## config.mk

```make
export PLATFORM = sky130hd
export DESIGN_NAME = dcei_cpu_flat
export DESIGN_NICKNAME = d
export VERILOG_FILES = /design/src/dcei_pkg.sv /design/src/dcei_if.sv /design/src/dcei_cpu.sv /design/src/flat_wrapper.sv
export SDC_FILE = /design/constraint.sdc
export NUM_CORES = 1
export LEC_CHECK = 0
export BUFFER_PORTS_ARGS = -buffer_cell sky130_fd_sc_hd__buf_2
export CORE_ASPECT_RATIO = 0.7
export CORE_MARGIN = 4
export CORE_UTILIZATION = 49
export DETAILED_ROUTE_END_ITERATION = 8
export GPL_ROUTABILITY_DRIVEN = 0
export PLACE_DENSITY = 0.78
export SETUP_SLACK_MARGIN = 0.2
export SLEW_MARGIN = 40
export SYNTH_ARGS = -nofsm -noshare
export SYNTH_HDL_FRONTEND = slang
export SYNTH_SLANG_ARGS = --single-unit
```

## constraint.sdc

```tcl
create_clock -name mclk_i -period 2.6 [get_ports mclk_i]
set_input_delay 0.26 -clock mclk_i [delete_from_list [all_inputs] [get_ports mclk_i]]
set_output_delay 0.26 -clock mclk_i [all_outputs]
set_load 0.03 [all_outputs]
```

## src/dcei_pkg.sv

```systemverilog
// Shared constants for the direct control link
package dcei_pkg;
    localparam int unsigned CLK_PERIOD_NS   = 40;
    localparam int unsigned HOLD_MIN_NS     = 500;
    localparam int unsigned PULSE_MIN_NS    = 500;
    localparam int unsigned PULSE_MAX_NS    = 1000;
    localparam int unsigned SETUP_MIN_NS    = 100;
    // Least times round up, longest times round down
    localparam int unsigned PULSE_MIN_CYC   = (PULSE_MIN_NS + CLK_PERIOD_NS - 1) / CLK_PERIOD_NS;
    localparam int unsigned PULSE_MAX_CYC   = PULSE_MAX_NS / CLK_PERIOD_NS;
    localparam int unsigned HOLD_MIN_CYC    = (HOLD_MIN_NS + CLK_PERIOD_NS - 1) / CLK_PERIOD_NS;
    localparam int unsigned SETUP_MIN_CYC   = (SETUP_MIN_NS + CLK_PERIOD_NS - 1) / CLK_PERIOD_NS;
    localparam int unsigned PULSE_CYC       = PULSE_MIN_CYC + 1;
    localparam int unsigned CNT_W           = 6;
    localparam int unsigned BYTE_W          = 8;
    localparam int unsigned REQ_LO          = 2;
    localparam int unsigned REQ_N           = 6;
    localparam int unsigned CODE_LSB        = 26;
    localparam int unsigned MASK_BIT        = 7;
    localparam logic [7:0]  OLD_WORD_LOC    = 8'h18;
    localparam logic [7:0]  NEW_WORD_LOC    = 8'h58;
endpackage

```

## src/dcei_if.sv

```systemverilog
// Interface joining the processor end and the external party end
`timescale 1ns/1ps
interface dcei_if;
    logic [7:0] sig_lines;
    logic       read_pulse;
    logic       hold_line;
    logic [7:0] data_in_bus;
    logic [7:0] sig_in_lines;
    modport cpu (output sig_lines, output read_pulse, input hold_line, input data_in_bus,
                 input sig_in_lines);
    modport ext (input sig_lines, input read_pulse, output hold_line, output data_in_bus,
                 output sig_in_lines);
endinterface // dcei_if

```

## src/dcei_cpu.sv

```systemverilog
// Processor end: read handshake, outbound pulses, external interrupt capture
//
// Function
// [RL1] Hold high 100 ns around data change
// [RL2] Hold high and low at least 500 ns
// [RL3] After read pulse, wait hold low, sample
// [RL4] Far side drops hold promptly after read; dcei_ext times hold_line by its own counters and ignores read_seen_o
// [RL5] Hold may change anytime around read pulse
// [RL6] Lines 2-7 map to code bits 26-31
// [RL7] Take interrupt at boundary, mask bit 7 set
// [RL8] Store old word 24, load new 88
// [RL9] Pending until honored, all reported once
// [RL10] Repeats merge into one pending request
// [RL11] Capture edges, stuck high never hangs
// [RL12] Request pulses 500-1000 ns, 500 ns gap
// [RL13] Outbound pulse leading edges skew under 200 ns
// [RL14] No meaning in simultaneous request combinations
// [RL15] Request inputs treated as asynchronous
// [RL16] Two-stage sync; clear pending when stored
`timescale 1ns/1ps
module dcei_cpu #(
    parameter int unsigned PULSE_CYC = dcei_pkg::PULSE_CYC
) (
    input  wire logic        mclk_i,
    input  wire logic        rst_i,
    input  wire logic        read_req_i,
    input  wire logic [7:0]  sig_bits_i,
    input  wire logic        insn_end_i,
    input  wire logic        sys_mask_i,
    output logic             read_busy_o,
    output logic             read_done_o,
    output logic [7:0]       read_byte_o,
    output logic             int_take_o,
    output logic [31:0]      int_code_o,
    output logic [7:0]       old_loc_o,
    output logic [7:0]       new_loc_o,
    output logic [5:0]       pending_o,
    dcei_if.cpu              link
);
    localparam int unsigned CNT_W = dcei_pkg::CNT_W;

    // ------------------------------------------------------------
    // Parameter checks
    // ------------------------------------------------------------
    if ((PULSE_CYC < dcei_pkg::PULSE_MIN_CYC) ||
        (PULSE_CYC > dcei_pkg::PULSE_MAX_CYC)) begin : g_bad_width
        $error("pulse width outside allowed range");
    end

    if (PULSE_CYC >= (1 << CNT_W)) begin : g_bad_count
        $error("pulse width does not fit the counter");
    end

    if (dcei_pkg::CODE_LSB + dcei_pkg::REQ_N != 32) begin : g_bad_code
        $error("request lines do not fill the code field");
    end

    typedef enum logic [1:0] {DC_IDLE, DC_PULSE, DC_WAIT} dcei_rst_t;

    // ------------------------------------------------------------
    // Synchronisers
    // ------------------------------------------------------------
    logic       hold_s1_r;
    logic       hold_s2_r;
    logic [5:0] req_s1_r;
    logic [5:0] req_s2_r;
    logic [5:0] req_d_r;
    logic [7:0] data_s1_r;
    logic [7:0] data_s2_r;

    always_ff @(posedge mclk_i or posedge rst_i) begin
        if (rst_i) begin
            hold_s1_r <= 1'b0;
            hold_s2_r <= 1'b0;
            req_s1_r  <= '0;
            req_s2_r  <= '0;
            req_d_r   <= '0;
            data_s1_r <= 8'h00;
            data_s2_r <= 8'h00;
        end else begin
            hold_s1_r <= link.hold_line; // RL16 RL5
            hold_s2_r <= hold_s1_r;
            req_s1_r  <= link.sig_in_lines[7:dcei_pkg::REQ_LO]; // RL6 RL15 RL16
            req_s2_r  <= req_s1_r;
            req_d_r   <= req_s2_r;
            data_s1_r <= link.data_in_bus;
            data_s2_r <= data_s1_r;
        end
    end

    // ------------------------------------------------------------
    // Read handshake
    // ------------------------------------------------------------
    dcei_rst_t              rst_st_r;
    logic [CNT_W-1:0]       rcnt_r;
    logic                   rpulse_r;
    logic [7:0]             sig_out_r;
    logic                   start;
    logic                   pulse_end;
    logic                   data_ok;

    // Read accepted only when idle
    assign start     = (rst_st_r == DC_IDLE) & read_req_i;
    assign pulse_end = (rst_st_r == DC_PULSE) & (rcnt_r == CNT_W'(1));
    // Hold sampled only after the pulse has ended
    assign data_ok   = (rst_st_r == DC_WAIT) & ~hold_s2_r; // RL3 RL5

    // Handshake state
    always_ff @(posedge mclk_i or posedge rst_i) begin
        if (rst_i) begin
            rst_st_r <= DC_IDLE;
        end else begin
            unique case (rst_st_r)
                DC_IDLE: if (start) begin
                    rst_st_r <= DC_PULSE;
                end
                DC_PULSE: if (pulse_end) begin
                    rst_st_r <= DC_WAIT;
                end
                DC_WAIT: if (data_ok) begin // RL3
                    rst_st_r <= DC_IDLE;
                end
            endcase
        end
    end

    // Pulse width counter
    always_ff @(posedge mclk_i or posedge rst_i) begin
        if (rst_i) begin
            rcnt_r <= '0;
        end else if (start) begin
            rcnt_r <= CNT_W'(PULSE_CYC);
        end else if (rst_st_r == DC_PULSE) begin
            rcnt_r <= rcnt_r - 1'b1;
        end
    end

    // Read pulse and timing pulses share one edge
    always_ff @(posedge mclk_i or posedge rst_i) begin
        if (rst_i) begin
            rpulse_r  <= 1'b0;
            sig_out_r <= 8'h00;
        end else if (start) begin
            rpulse_r  <= 1'b1; // RL13
            sig_out_r <= sig_bits_i; // RL13
        end else if (pulse_end) begin
            rpulse_r  <= 1'b0;
            sig_out_r <= 8'h00;
        end
    end

    // Byte taken when hold seen low
    always_ff @(posedge mclk_i or posedge rst_i) begin
        if (rst_i) begin
            read_done_o <= 1'b0;
            read_byte_o <= 8'h00;
        end else begin
            read_done_o <= data_ok; // RL3
            if (data_ok) begin
                read_byte_o <= data_s2_r; // RL3 RL1
            end
        end
    end

    // Busy from accept to sample
    always_ff @(posedge mclk_i or posedge rst_i) begin
        if (rst_i) begin
            read_busy_o <= 1'b0;
        end else if (start) begin
            read_busy_o <= 1'b1;
        end else if (data_ok) begin
            read_busy_o <= 1'b0;
        end
    end

    assign link.read_pulse = rpulse_r;
    assign link.sig_lines  = sig_out_r;

    // ------------------------------------------------------------
    // External interrupt capture
    // ------------------------------------------------------------
    logic [5:0] pend_r;
    logic [5:0] rise;
    logic       take;

    // Interruption code from pending lines
    function automatic logic [31:0] code_word(input logic [5:0] lines);
        return 32'(lines) << dcei_pkg::CODE_LSB;
    endfunction

    assign rise = req_s2_r & ~req_d_r; // RL11
    assign take = insn_end_i & sys_mask_i & (pend_r != '0); // RL7

    always_ff @(posedge mclk_i or posedge rst_i) begin
        if (rst_i) begin
            pend_r <= '0;
        end else if (take) begin
            pend_r <= rise; // RL9 RL16
        end else begin
            pend_r <= pend_r | rise; // RL10
        end
    end

    // ------------------------------------------------------------
    // Interrupt report
    // ------------------------------------------------------------
    always_ff @(posedge mclk_i or posedge rst_i) begin
        if (rst_i) begin
            int_take_o <= 1'b0;
        end else begin
            int_take_o <= take; // RL7
        end
    end

    always_ff @(posedge mclk_i or posedge rst_i) begin
        if (rst_i) begin
            int_code_o <= 32'h0000_0000;
            old_loc_o  <= 8'h00;
            new_loc_o  <= 8'h00;
        end else if (take) begin
            int_code_o <= code_word(pend_r); // RL6 RL9
            old_loc_o  <= dcei_pkg::OLD_WORD_LOC; // RL8
            new_loc_o  <= dcei_pkg::NEW_WORD_LOC; // RL8
        end
    end

    always_ff @(posedge mclk_i or posedge rst_i) begin
        if (rst_i) begin
            pending_o <= 6'h00;
        end else begin
            pending_o <= pend_r; // RL9
        end
    end
endmodule // dcei_cpu

```

## src/flat_wrapper.sv

```systemverilog
// flat-port wrapper written by rule: the top's interface ports become plain ports
module dcei_cpu_flat 
#(
    parameter int unsigned PULSE_CYC = dcei_pkg::PULSE_CYC
)
  (mclk_i, rst_i, read_req_i, sig_bits_i, insn_end_i, sys_mask_i, read_busy_o, read_done_o, read_byte_o, int_take_o, int_code_o, old_loc_o, new_loc_o, pending_o, link_sig_lines, link_read_pulse, link_hold_line, link_data_in_bus, link_sig_in_lines);
  dcei_if link_i ();
  input  wire logic mclk_i;
  input  wire logic rst_i;
  input  wire logic read_req_i;
  input  wire logic [7:0] sig_bits_i;
  input  wire logic insn_end_i;
  input  wire logic sys_mask_i;
  output logic read_busy_o;
  output logic read_done_o;
  output logic [7:0] read_byte_o;
  output logic int_take_o;
  output logic [31:0] int_code_o;
  output logic [7:0] old_loc_o;
  output logic [7:0] new_loc_o;
  output logic [5:0] pending_o;
  output wire logic [$bits(link_i.sig_lines)-1:0] link_sig_lines;
  output wire logic [$bits(link_i.read_pulse)-1:0] link_read_pulse;
  input wire logic [$bits(link_i.hold_line)-1:0] link_hold_line;
  input wire logic [$bits(link_i.data_in_bus)-1:0] link_data_in_bus;
  input wire logic [$bits(link_i.sig_in_lines)-1:0] link_sig_in_lines;
  assign link_sig_lines = link_i.sig_lines;
  assign link_read_pulse = link_i.read_pulse;
  assign link_i.hold_line = link_hold_line;
  assign link_i.data_in_bus = link_data_in_bus;
  assign link_i.sig_in_lines = link_sig_in_lines;
  dcei_cpu #(.PULSE_CYC(PULSE_CYC)) u_core (.mclk_i(mclk_i), .rst_i(rst_i), .read_req_i(read_req_i), .sig_bits_i(sig_bits_i), .insn_end_i(insn_end_i), .sys_mask_i(sys_mask_i), .read_busy_o(read_busy_o), .read_done_o(read_done_o), .read_byte_o(read_byte_o), .int_take_o(int_take_o), .int_code_o(int_code_o), .old_loc_o(old_loc_o), .new_loc_o(new_loc_o), .pending_o(pending_o), .link(link_i));
endmodule
```

==> results of run 1 <==
[final timing paths]
check | cells after the start | endpoint | slack (ns)
min in group asynchronous | 3 | u_core.data_s1_r[6] | 0.54
max in group asynchronous | 4 | u_core.pend_r[1] | 1.42
hold / removal | 1 | u_core.req_s1_r[1] | 0.03
setup / recovery | 6 | u_core.rcnt_r[5] | 0.91
hold reg to reg | 0 | u_core.data_s2_r[5] | 0.35
setup reg to reg | 6 | u_core.rcnt_r[5] | 0.91
[cell families (layout without fill, tap and decap cells)]
logic type / count (synthesis) / in the layout
AOI/OAI and AO/OA: 25 / 25
xor gates and xnor gates: 4 / 4
adders and majority gates: 5 / 5
buffers and inverters: 62 / 114
DFF: 83 / 83
muxes: 13 / 13
other: 1 / 37
and+or+nand+nor: 46 / 46
[critical path, cell delays in order, from the launching register on]
cell     delay (ns)
dfrtp_1        0.40
inv_1          0.09
ha_1           0.27
or3b_1         0.42
nor4_2         0.19
xnor2_1        0.15
nor2_1         0.05
[synth_stat cells]
master / count
nor2_1: 4
nor4_1: 2
mux2i_1: 1
xnor2_1: 3
xor2_1: 1
nor2b_1: 1
nand2b_1: 1
a21oi_2: 1
clkbuf_1: 3
nand2_1: 28
or2_2: 1
mux2_2: 12
a21oi_1: 2
or3b_1: 1
nor4_2: 1
a22oi_1: 1
dfrtp_1: 83
buf_2: 1
o21ai_0: 21
ha_1: 5
nand3_1: 3
and2_2: 1
or3_1: 1
buf_4: 41
nor3_1: 1
conb_1: 1
and2_1: 1
inv_1: 17
[flip-flops by register name (all words and copies together) (netlist names), 2 cells and up]
name                   count
u_core.data_s1_r           8
u_core.data_s2_r           8
u_core.int_code_o          6
u_core.link.sig_lines      8
u_core.pend_r              6
u_core.pending_o           6
u_core.rcnt_r              6
u_core.read_byte_o         8
u_core.req_d_r             6
u_core.req_s1_r            6
u_core.req_s2_r            6
u_core.rst_st_r            2
[area by class of cell]
class | instances | area share
clock buffer | 11 | 0.04125
clock inverter | 5 | 0.01602
inverter | 17 | 0.01773
multi-input combinational | 130 | 0.1977
sequential | 83 | 0.5660
tap | 75 | 0.02557
timing repair buffer | 81 | 0.1357
[power by group through the flow]
| stage | Combinational, mW | Clock, mW | Sequential, mW |
|---|---|---|---|
| after floorplan | 0.161 | 0 | 1.47 |
| after global placement | 0.242 | 0 | 1.41 |
| after detailed placement | 0.246 | 0 | 1.42 |
| after CTS | 0.258 | 0.971 | 1.39 |
| after global routing | 0.284 | 1.04 | 1.40 |
| final | 0.262 | 0.939 | 1.39 |
[timing repair]
action,CTS,global route
hold buffers,10,5
endpoints found under the hold margin,40,5
setup buffers,0,0
[layer usage]
metal	GRT usage	wire, um
met2	0.2189	2350
met4	0.04803	62
met1	0.1816	2175
met3	0.06935	436
met5	0	0
[stage by stage]
step | hold WS [ns] | power, mW | utilization | cells
final | 0.02667 | 2.589 | 0.6251 | 402
after global routing | 0.005280 | 2.715 | 0.6251 | 402
after CTS | 0.0006400 | 2.618 | 0.6166 | 397
after detailed placement | 0.3355 | 1.661 | 0.5637 | 371
after global placement | 0.3317 | 1.653 | 0.5637 | 371
after floorplan | 0.2914 | 1.628 | - | 275
==> impl_results.md, run 1 <==
- Fmax: 0.5902 GHz
- Wire length of the first global-routing pass: 8.114 mm
- Via-to-Cell Ratio: 4.353
- Hpwl dp: 3.544 mm
- Synth Area in Simple Gates: 0.06962
- Fraction of layout cells with a size suffix above 1: 0.3028
- #FFs+latches synth: 83
- Largest family of logic cells by synthesized area: buffers and inverters
- CTS tree: built
- Adder-cell share of the synthesized area: 0.02048
- Final nets: 357
- Fin. max-slew vios: 0
- P_sw: 0.6635 mW
- Iteration-0 DRC Markers: 39
- Post-route ant nets: 0
- All-layer global routing usage: 0.1432
- Clock power share: 0.363
- XOR/XNOR Fraction of Synth Area: 0.01147
- Pre-CTS WS: 0.9159 ns
- Clk buf depth: 2
- Crit-path max FO: 7
- Status: finished, final reports clean
- Final setup margin: 0.9056 ns
- Final instance area: 0.003670 mm^2
- Synth cell types: 28
- Largest net degree at the start of global routing: 45
- Vias: 1750
- Mapped Cells: 239
- Die height: 74.07 um
- Fin crit share: 0.6517
- Post-CTS sizing: 0
- Power Density: 705.4 mW/mm^2
- Seq/Total Area, Yosys: 0.6798
- Worst-Skew Late Latency: 0.34 ns
- Worst Tran Pin Value: 0.6721 ns
- Commonest non-fill, non-tap cells in the layout: dfrtp_1 (83), buf_2 (64), conb_1 (37)
- Worst-path clk slew: 0.08 ns
- Leading post-synthesis cells by cell area: dfrtp_1 (68%), buf_4 (10%), mux2_2 (4.4%)
- Worst Path Class, Setup: reg -> reg
- Initial antenna violation count: 0
- PortBufs: 64
- Sw frac: 0.2563
- Hold_sp: link_sig_in_lines[3]
- P_int: 1.925 mW
- Drt total wl: 5.025 mm
- CTS sink cnt: 83
- Final setup TNS: 0 ns
- Critical path origin: u_core.rst_st_r[1]
- Number of global-route vias before repair: 1759
- Final setup viols: 0
- # diodes: 0
- Die width: 102.4 um
- Number of remaining DRC errors: 0
- Depth of the CTS H-tree: 3
- P_leak: 1.887 nW
- CORE AREA: 0.005871 mm^2
- Commonest non-fill, non-tap cell in the layout: dfrtp_1
- Synthesized area: 0.003055 mm^2
- Syn avg cell area: 12.78 um^2
- Synth Area in Compound Gates: 0.04300
- CP required: 2.81 ns
- Max-cap violations: 0
- Mux contribution to synthesized area: 0.04750
- Max_slew headroom: 0.5514
- TritonCTS Buffers: 9
- Cell row count: 23
- Post-DP Area: 0.003309 mm^2
- RSZ-0062 raised after global routing: no
- Synth top area share: 0.6798
- Initial Util: 0.5205
- Sequential share of power: 0.536
- Yosys warns: 0
- Total grt overflow: 0
- Biggest area consumer among synthesized cells: dfrtp_1
- Reg area: 0.002077 mm^2
- Worst r2r src: u_core.rst_st_r[1]
- Area of the multi-input gates: 725.7 um^2
- WP data arrival: 1.91 ns
- Fill cell count: 475
- CP endpoint kind: flop
- Root Buffer: clkbuf_8
- Die area: 0.007583 mm^2
- Drt first pass iters: 4
- IO Pins: 104
- Period minus WS final: 1.694 ns
- Maximum VDD drop: 405.1 uV
- Final hold vios: 0
- Area Growth Syn to Fin: 20.11%
- DR WL/cell: 12.50 um
- Worst-case clock skew: 0.01106 ns
- Crit path launch type: flop
- Worst Hold Class: in -> reg
- Comb pwr share: 0.101
Note: power is estimated with default switching activity, not from simulation.
==> inputs of run 2 (changes only) <==
--- a/config.mk
+++ b/config.mk
@@ -8,10 +8,10 @@
 export BUFFER_PORTS_ARGS = -buffer_cell sky130_fd_sc_hd__buf_2
 export CORE_ASPECT_RATIO = 0.7
 export CORE_MARGIN = 4
-export CORE_UTILIZATION = 49
+export CORE_UTILIZATION = 45
 export DETAILED_ROUTE_END_ITERATION = 8
 export GPL_ROUTABILITY_DRIVEN = 0
-export PLACE_DENSITY = 0.78
+export PLACE_DENSITY = 0.76
 export SETUP_SLACK_MARGIN = 0.2
 export SLEW_MARGIN = 40
 export SYNTH_ARGS = -nofsm -noshare
==> constraint.sdc (replaced) <==
create_clock -name mclk_i -period 1.5 [get_ports mclk_i]
set_input_delay 0.15 -clock mclk_i [delete_from_list [all_inputs] [get_ports mclk_i]]
set_output_delay 0.15 -clock mclk_i [all_outputs]
set_load 0.03 [all_outputs]
==> impl_results.md, run 2 (synthesized netlist as in run 1, its figures left out) <==
- Worst Path Class, Setup: reg -> reg
- Final setup viols: 0 (unchanged)
- DP Cell Count: 393 (+5.9%)
- RSZ-0062 raised after global routing: yes
- Root Buffer: clkbuf_8
- Post-DP Area: 0.003408 mm^2 (+3.0%)
- Hpwl dp: 3.417 mm (-3.6%)
- Power Density: 1086 mW/mm^2 (+54%)
- Final nets: 377 (+5.6%)
- Period minus WS final: 1.456 ns (-0.2387 ns)
- Iteration-0 DRC Markers: 59 (+51%)
- Total grt overflow: 0 (unchanged)
- Cell row count: 24 (+4.3%)
- Drt total wl: 5.614 mm (+12%)
- Worst r2r path cells: 6 (unchanged)
- Via-to-Cell Ratio: 4.180 (-4.0%)
- All-layer global routing usage: 0.1375 (-0.005710)
- Max-cap violations: 0 (unchanged)
- Maximum VDD drop: 735.2 uV (+81%)
- Commonest non-fill, non-tap cells in the layout: dfrtp_1 (82), buf_2 (64), conb_1 (37)
- Fraction of layout cells with a size suffix above 1: 0.4294 (+0.1266)
- TritonCTS Buffers: 9 (unchanged)
- Final hold vios: 0 (unchanged)
- CP endpoint kind: flop
- CTS sink cnt: 83 (unchanged)
- Die area: 0.008193 mm^2 (+8.0%)
- Fin crit share: 0.9705 (+0.3188)
- DR WL/cell: 12.82 um (+2.5%)
- Worst-Skew Late Latency: 0.33 ns (about the same)
- Commonest non-fill, non-tap cell in the layout: dfrtp_1
- P_leak: 2.028 nW (+7.5%)
- PortBufs: 64 (unchanged)
- Largest net degree at the start of global routing: 84 (+87%)
- Initial Util: 0.4777 (-0.04276)
- Number of remaining DRC errors: 0 (unchanged)
- Drt first pass iters: 4 (unchanged)
- Initial antenna violation count: 0 (unchanged)
- Die width: 106.5 um (+4.0%)
- Depth of the CTS H-tree: 3 (unchanged)
- Clk buf depth: 2 (unchanged)
- Worst-path clk slew: 0.08 ns (about the same)
- CP required: 1.72 ns (-1.09 ns)
- IO Pins: 104 (unchanged)
- Number of global-route vias before repair: 1873 (+6.5%)
- Final instance area: 0.004091 mm^2 (+11%)
- Wire length of the first global-routing pass: 8.928 mm (+10%)
- Die height: 76.94 um (+3.9%)
- Final setup TNS: 0 ns (unchanged)
- # diodes: 0 (unchanged)
- Fmax: 0.6870 GHz (+16%)
- Worst-case clock skew: 0.007637 ns (-0.003421 ns)
- CTS tree: built
- Post-route ant nets: 0 (unchanged)
- Layout Cells excl Fill: 438 (+9.0%)
- Fin. max-slew vios: 0 (unchanged)
- WP data arrival: 1.68 ns (-0.23 ns)
- Fill cell count: 491 (+3.4%)
- WHS: 0.02084 ns (-0.005835 ns)
- Area Growth Syn to Fin: 33.91%
- Crit-path max FO: 3 (-4)
- Hold Path Stages: 3 (+2)
- CORE AREA: 0.006396 mm^2 (+9.0%)
- Vias: 1831 (+4.6%)
- Status: finished, final reports clean
- Worst Hold Class: in -> reg
- Crit path launch type: flop
run 2: layout make-up:
| class | instances | area, um^2 | share of cell area |
|---|---|---|---|
| Clock buffer | 11 | 141.4 | 0.03456 |
| Tap cell | 91 | 113.9 | 0.02783 |
| Sequential cell | 83 | 2078 | 0.5080 |
| Timing Repair Buffer | 100 | 666.9 | 0.1630 |
| Clock inverter | 5 | 52.55 | 0.01284 |
| Multi-Input combinational cell | 131 | 970.9 | 0.2373 |
| Inverter | 17 | 67.56 | 0.01651 |
run 2: per-layer routing:
metal / vias to the layer above / track usage / wire length [um]
met4: 0 / 0.04598 / 55
met2: 62 / 0.2231 / 2741
li1: 891 / - / -
met3: 6 / 0.04782 / 396
met1: 872 / 0.1730 / 2419
met5: - / 0 / 0
run 2: worst paths after layout:
path	end	slack [ns]	from
max	u_core.rcnt_r[5]	0.04	u_core.rst_st_r[1]
min	u_core.link.sig_lines[4]	0.02	sig_bits_i[4]
max reg2reg	u_core.rcnt_r[5]	0.04	u_core.rst_st_r[1]
min reg2reg	u_core.req_s2_r[4]	0.35	u_core.req_s1_r[4]
max in group asynchronous	u_core.rcnt_r[0]	0.69	rst_i
min in group asynchronous	u_core.req_s1_r[0]	0.47	rst_i
run 2: critical path, cell delays in order, from the launching register on:
cell and delay, ns:
dfrtp_1 0.39, inv_2 0.08, ha_4 0.12, or3b_4 0.40, nor4_4 0.16, xnor2_1 0.14
nor2_1 0.05
run 2: what timing repair did:
item / 4_1_cts / 5_1_grt
pin swaps: 9 / 11
hold endpoints to repair: 98 / 0
buffers inserted: 5 / 6
gates resized for setup: 34 / 36
endpoints found under the setup margin: 28 / 29
cloned: 2 / 0
hold buffers: 16 / 0
run 2: power breakdown:
| part | switching (mW) | leakage [nW] | total, mW | internal [mW] |
|---|---|---|---|---|
| Sequential | 0.0582 | 0.990 | 2.41 | 2.35 |
| Combinational | 0.348 | 0.938 | 0.504 | 0.156 |
| Clock | 0.722 | 0.0991 | 1.53 | 0.807 |
run 2: stage by stage:
stage / power (mW) / utilization / worst slack (ns)
final: 4.445 / 0.6397 / 0.04431
after detailed placement: 2.881 / 0.5329 / -0.002349
after global placement: 2.873 / 0.5329 / 0.03218
after floorplan: 2.823 / - / 0.04108
after CTS: 4.487 / 0.6125 / 0.03510
after global routing: 4.653 / 0.6397 / -0.03110
==> inputs of run 3 (changes only) <==
--- a/config.mk
+++ b/config.mk
@@ -6,7 +6,6 @@
 export NUM_CORES = 1
 export LEC_CHECK = 0
 export BUFFER_PORTS_ARGS = -buffer_cell sky130_fd_sc_hd__buf_2
-export CORE_ASPECT_RATIO = 0.7
 export CORE_MARGIN = 4
 export CORE_UTILIZATION = 45
 export DETAILED_ROUTE_END_ITERATION = 8
==> impl_results.md, run 3 (synthesized netlist as in run 1, its figures left out) <==
- CP required: 1.72 ns (about the same)
- Pwr Total: 4.373 mW (-1.6%)
- P_int: 3.173 mW (-4.3%)
- DR WL/cell: 13.54 um (+5.6%)
- Initial antenna violation count: 0 (unchanged)
- Post-DP Area: 0.003378 mm^2 (-0.88%)
- CP endpoint kind: flop
- WP data arrival: 1.72 ns (+0.04 ns)
- Final nets: 383 (+1.6%)
- Fin. max-slew vios: 0 (unchanged)
- Status: finished, final reports clean
- Vias: 1938 (+5.8%)
- IO Pins: 104 (unchanged)
- Drt total wl: 5.836 mm (+4.0%)
- Number of global-route vias before repair: 1990 (+6.2%)
- TritonCTS Buffers: 9 (unchanged)
- Die width: 90.40 um (-15%)
- Hold EP: u_core.link.sig_lines[3]
- Max_slew headroom: 0.6102
- Wire length of the first global-routing pass: 9.439 mm (+5.7%)
- CTS sink cnt: 83 (unchanged)
- Commonest non-fill, non-tap cell in the layout: dfrtp_1
- Drt first pass iters: 4 (unchanged)
- Sequential share of power: 0.551 (+0.008)
- Hold Path Stages: 3 (unchanged)
- Depth of the CTS H-tree: 3 (unchanged)
- Commonest non-fill, non-tap cells in the layout: dfrtp_1 (81), buf_2 (64), conb_1 (37)
- Crit-path max FO: 5 (+2)
- Crit path launch type: flop
- PortBufs: 64 (unchanged)
- Final setup viols: 0 (unchanged)
- Worst-path clk slew: 0.08 ns (about the same)
- Area Growth Syn to Fin: 33.78% (about the same)
- Cell row count: 29 (+21%)
- Die area: 0.008172 mm^2 (-0.25%)
- Worst Tran Pin Value: 0.5847 ns
- Worst-case clock skew: 0.01116 ns (+0.003520 ns)
- Final hold vios: 0 (unchanged)
- R2r setup slk: 0.003 ns (-0.04 ns)
- Total grt overflow: 0 (unchanged)
- P_sw: 1.200 mW (+6.4%)
- Fin crit share: 0.9978 (+0.02737)
- Fmax: 0.6681 GHz (-2.7%)
- FF-to-FF End: u_core.read_byte_o[4]
- Comb pwr share: 0.116 (+0.003)
- Post-route ant nets: 0 (unchanged)
- Period minus WS final: 1.497 ns (+0.04106 ns)
- Clk buf depth: 2 (unchanged)
- RSZ-0062 raised after global routing: yes
- Worst Path Class, Setup: reg -> reg
- Die height: 90.40 um (+17%)
- Number of remaining DRC errors: 0 (unchanged)
- Power Density: 1070 mW/mm^2 (-1.5%)
- Iteration-0 DRC Markers: 36 (-39%)
- CORE AREA: 0.006459 mm^2 (+0.98%)
- Via-to-Cell Ratio: 4.497 (+7.6%)
- Worst-Skew Late Latency: 0.35 ns (+0.02 ns)
- Hold_sp: sig_bits_i[3]
- Sw frac: 0.2744 (+0.02057)
- CTS tree: built
- Worst Hold Class: in -> reg
- Worst r2r src: u_core.rst_st_r[0]
- Max-cap violations: 0 (unchanged)
- Largest net degree at the start of global routing: 50 (-40%)
- Final instance area: 0.004088 mm^2 (about the same)
- Maximum VDD drop: 579.4 uV (-21%)
- P_leak: 2.076 nW (+2.4%)
- Initial Util: 0.4731 (-0.004627)
- Fraction of layout cells with a size suffix above 1: 0.4334 (+0.004033)
- Clock power share: 0.333 (-0.011)
- Hpwl dp: 3.518 mm (+2.9%)
- Root Buffer: clkbuf_8
- Worst r2r path cells: 5 (-1)
- All-layer global routing usage: 0.1447 (+0.007186)
run 3: worst max-delay path by stage:
stage / from / end / slack (ns) / cells after the start
final: u_core.rst_st_r[0] / u_core.read_byte_o[4] / 0.003 / 5
after global placement: u_core.rst_st_r[0] / u_core.read_byte_o[5] / 0.03 / 5
after floorplan: u_core.rst_st_r[1] / u_core.rcnt_r[5] / 0.04 / 6
after detailed placement: u_core.rst_st_r[0] / u_core.read_byte_o[4] / -0.03 / 5
after CTS: u_core.rst_st_r[0] / u_core.read_byte_o[4] / 0.01 / 5
after global routing: u_core.rst_st_r[1] / u_core.rcnt_r[5] / -0.07 / 6
run 3: worst max-delay path: stages, from the launching register on:
cell and delay, ns:
dfrtp_1 0.41, inv_1 0.11, ha_1 0.20, nor2b_4 0.18, buf_6 0.14, mux2_2 0.35
run 3: layout make-up:
type	instances	area (um^2)
repair buffers	106	713.2
inverters	17	67.56
clock buffers	10	137.6
clock inverters	6	47.55
diodes	1	2.502
multi-input cells	131	943.4
fillers	495	2371
well taps	77	96.34
flip-flops and latches	83	2079
run 3: routing by layer:
layer / share of wire / GRT usage / vias to the layer above / wire [um]
met4: 0.021 / 0.08036 / 0 / 125
met5: 0 / 0 / - / 0
li1: - / - / 905 / -
met2: 0.51 / 0.2365 / 74 / 3002
met3: 0.067 / 0.04417 / 12 / 393
met1: 0.40 / 0.1700 / 947 / 2314
run 3: timing repair:
item                                    4_1_cts  5_1_grt
endpoints found under the hold margin        53        0
gates resized for setup                      38       27
gates cloned                                  2        0
setup buffers                                10        3
hold buffers                                 20        0
endpoints found under the setup margin       27       33
pin swaps                                    15       14
run 3: per-stage QoR:
stage / hold WS (ns) / instances / setup slack, ns / util / setup TNS, ns
after floorplan: 0.1814 / 275 / 0.04108 / - / 0
after global placement: 0.2578 / 379 / 0.02781 / 0.5231 / 0
after detailed placement: 0.2593 / 379 / -0.03223 / 0.5231 / -0.1283
after CTS: 0.0008132 / 427 / 0.01446 / 0.6137 / 0
after global routing: 0.0009289 / 430 / -0.06711 / 0.6325 / -0.5260
final: 0.01653 / 431 / 0.003247 / 0.6329 / 0
run 3: power by group through the flow:
| stage | clock network [mW] | registers, mW | logic [mW] |
|---|---|---|---|
| 4_1_cts | 1.50 | 2.40 | 0.483 |
| 5_1_grt | 1.61 | 2.43 | 0.547 |
| 2_1_floorplan | 0 | 2.54 | 0.279 |
| 3_3_place_gp | 0 | 2.44 | 0.422 |
| 6_report | 1.45 | 2.41 | 0.507 |
| 3_5_place_dp | 0 | 2.45 | 0.428 |
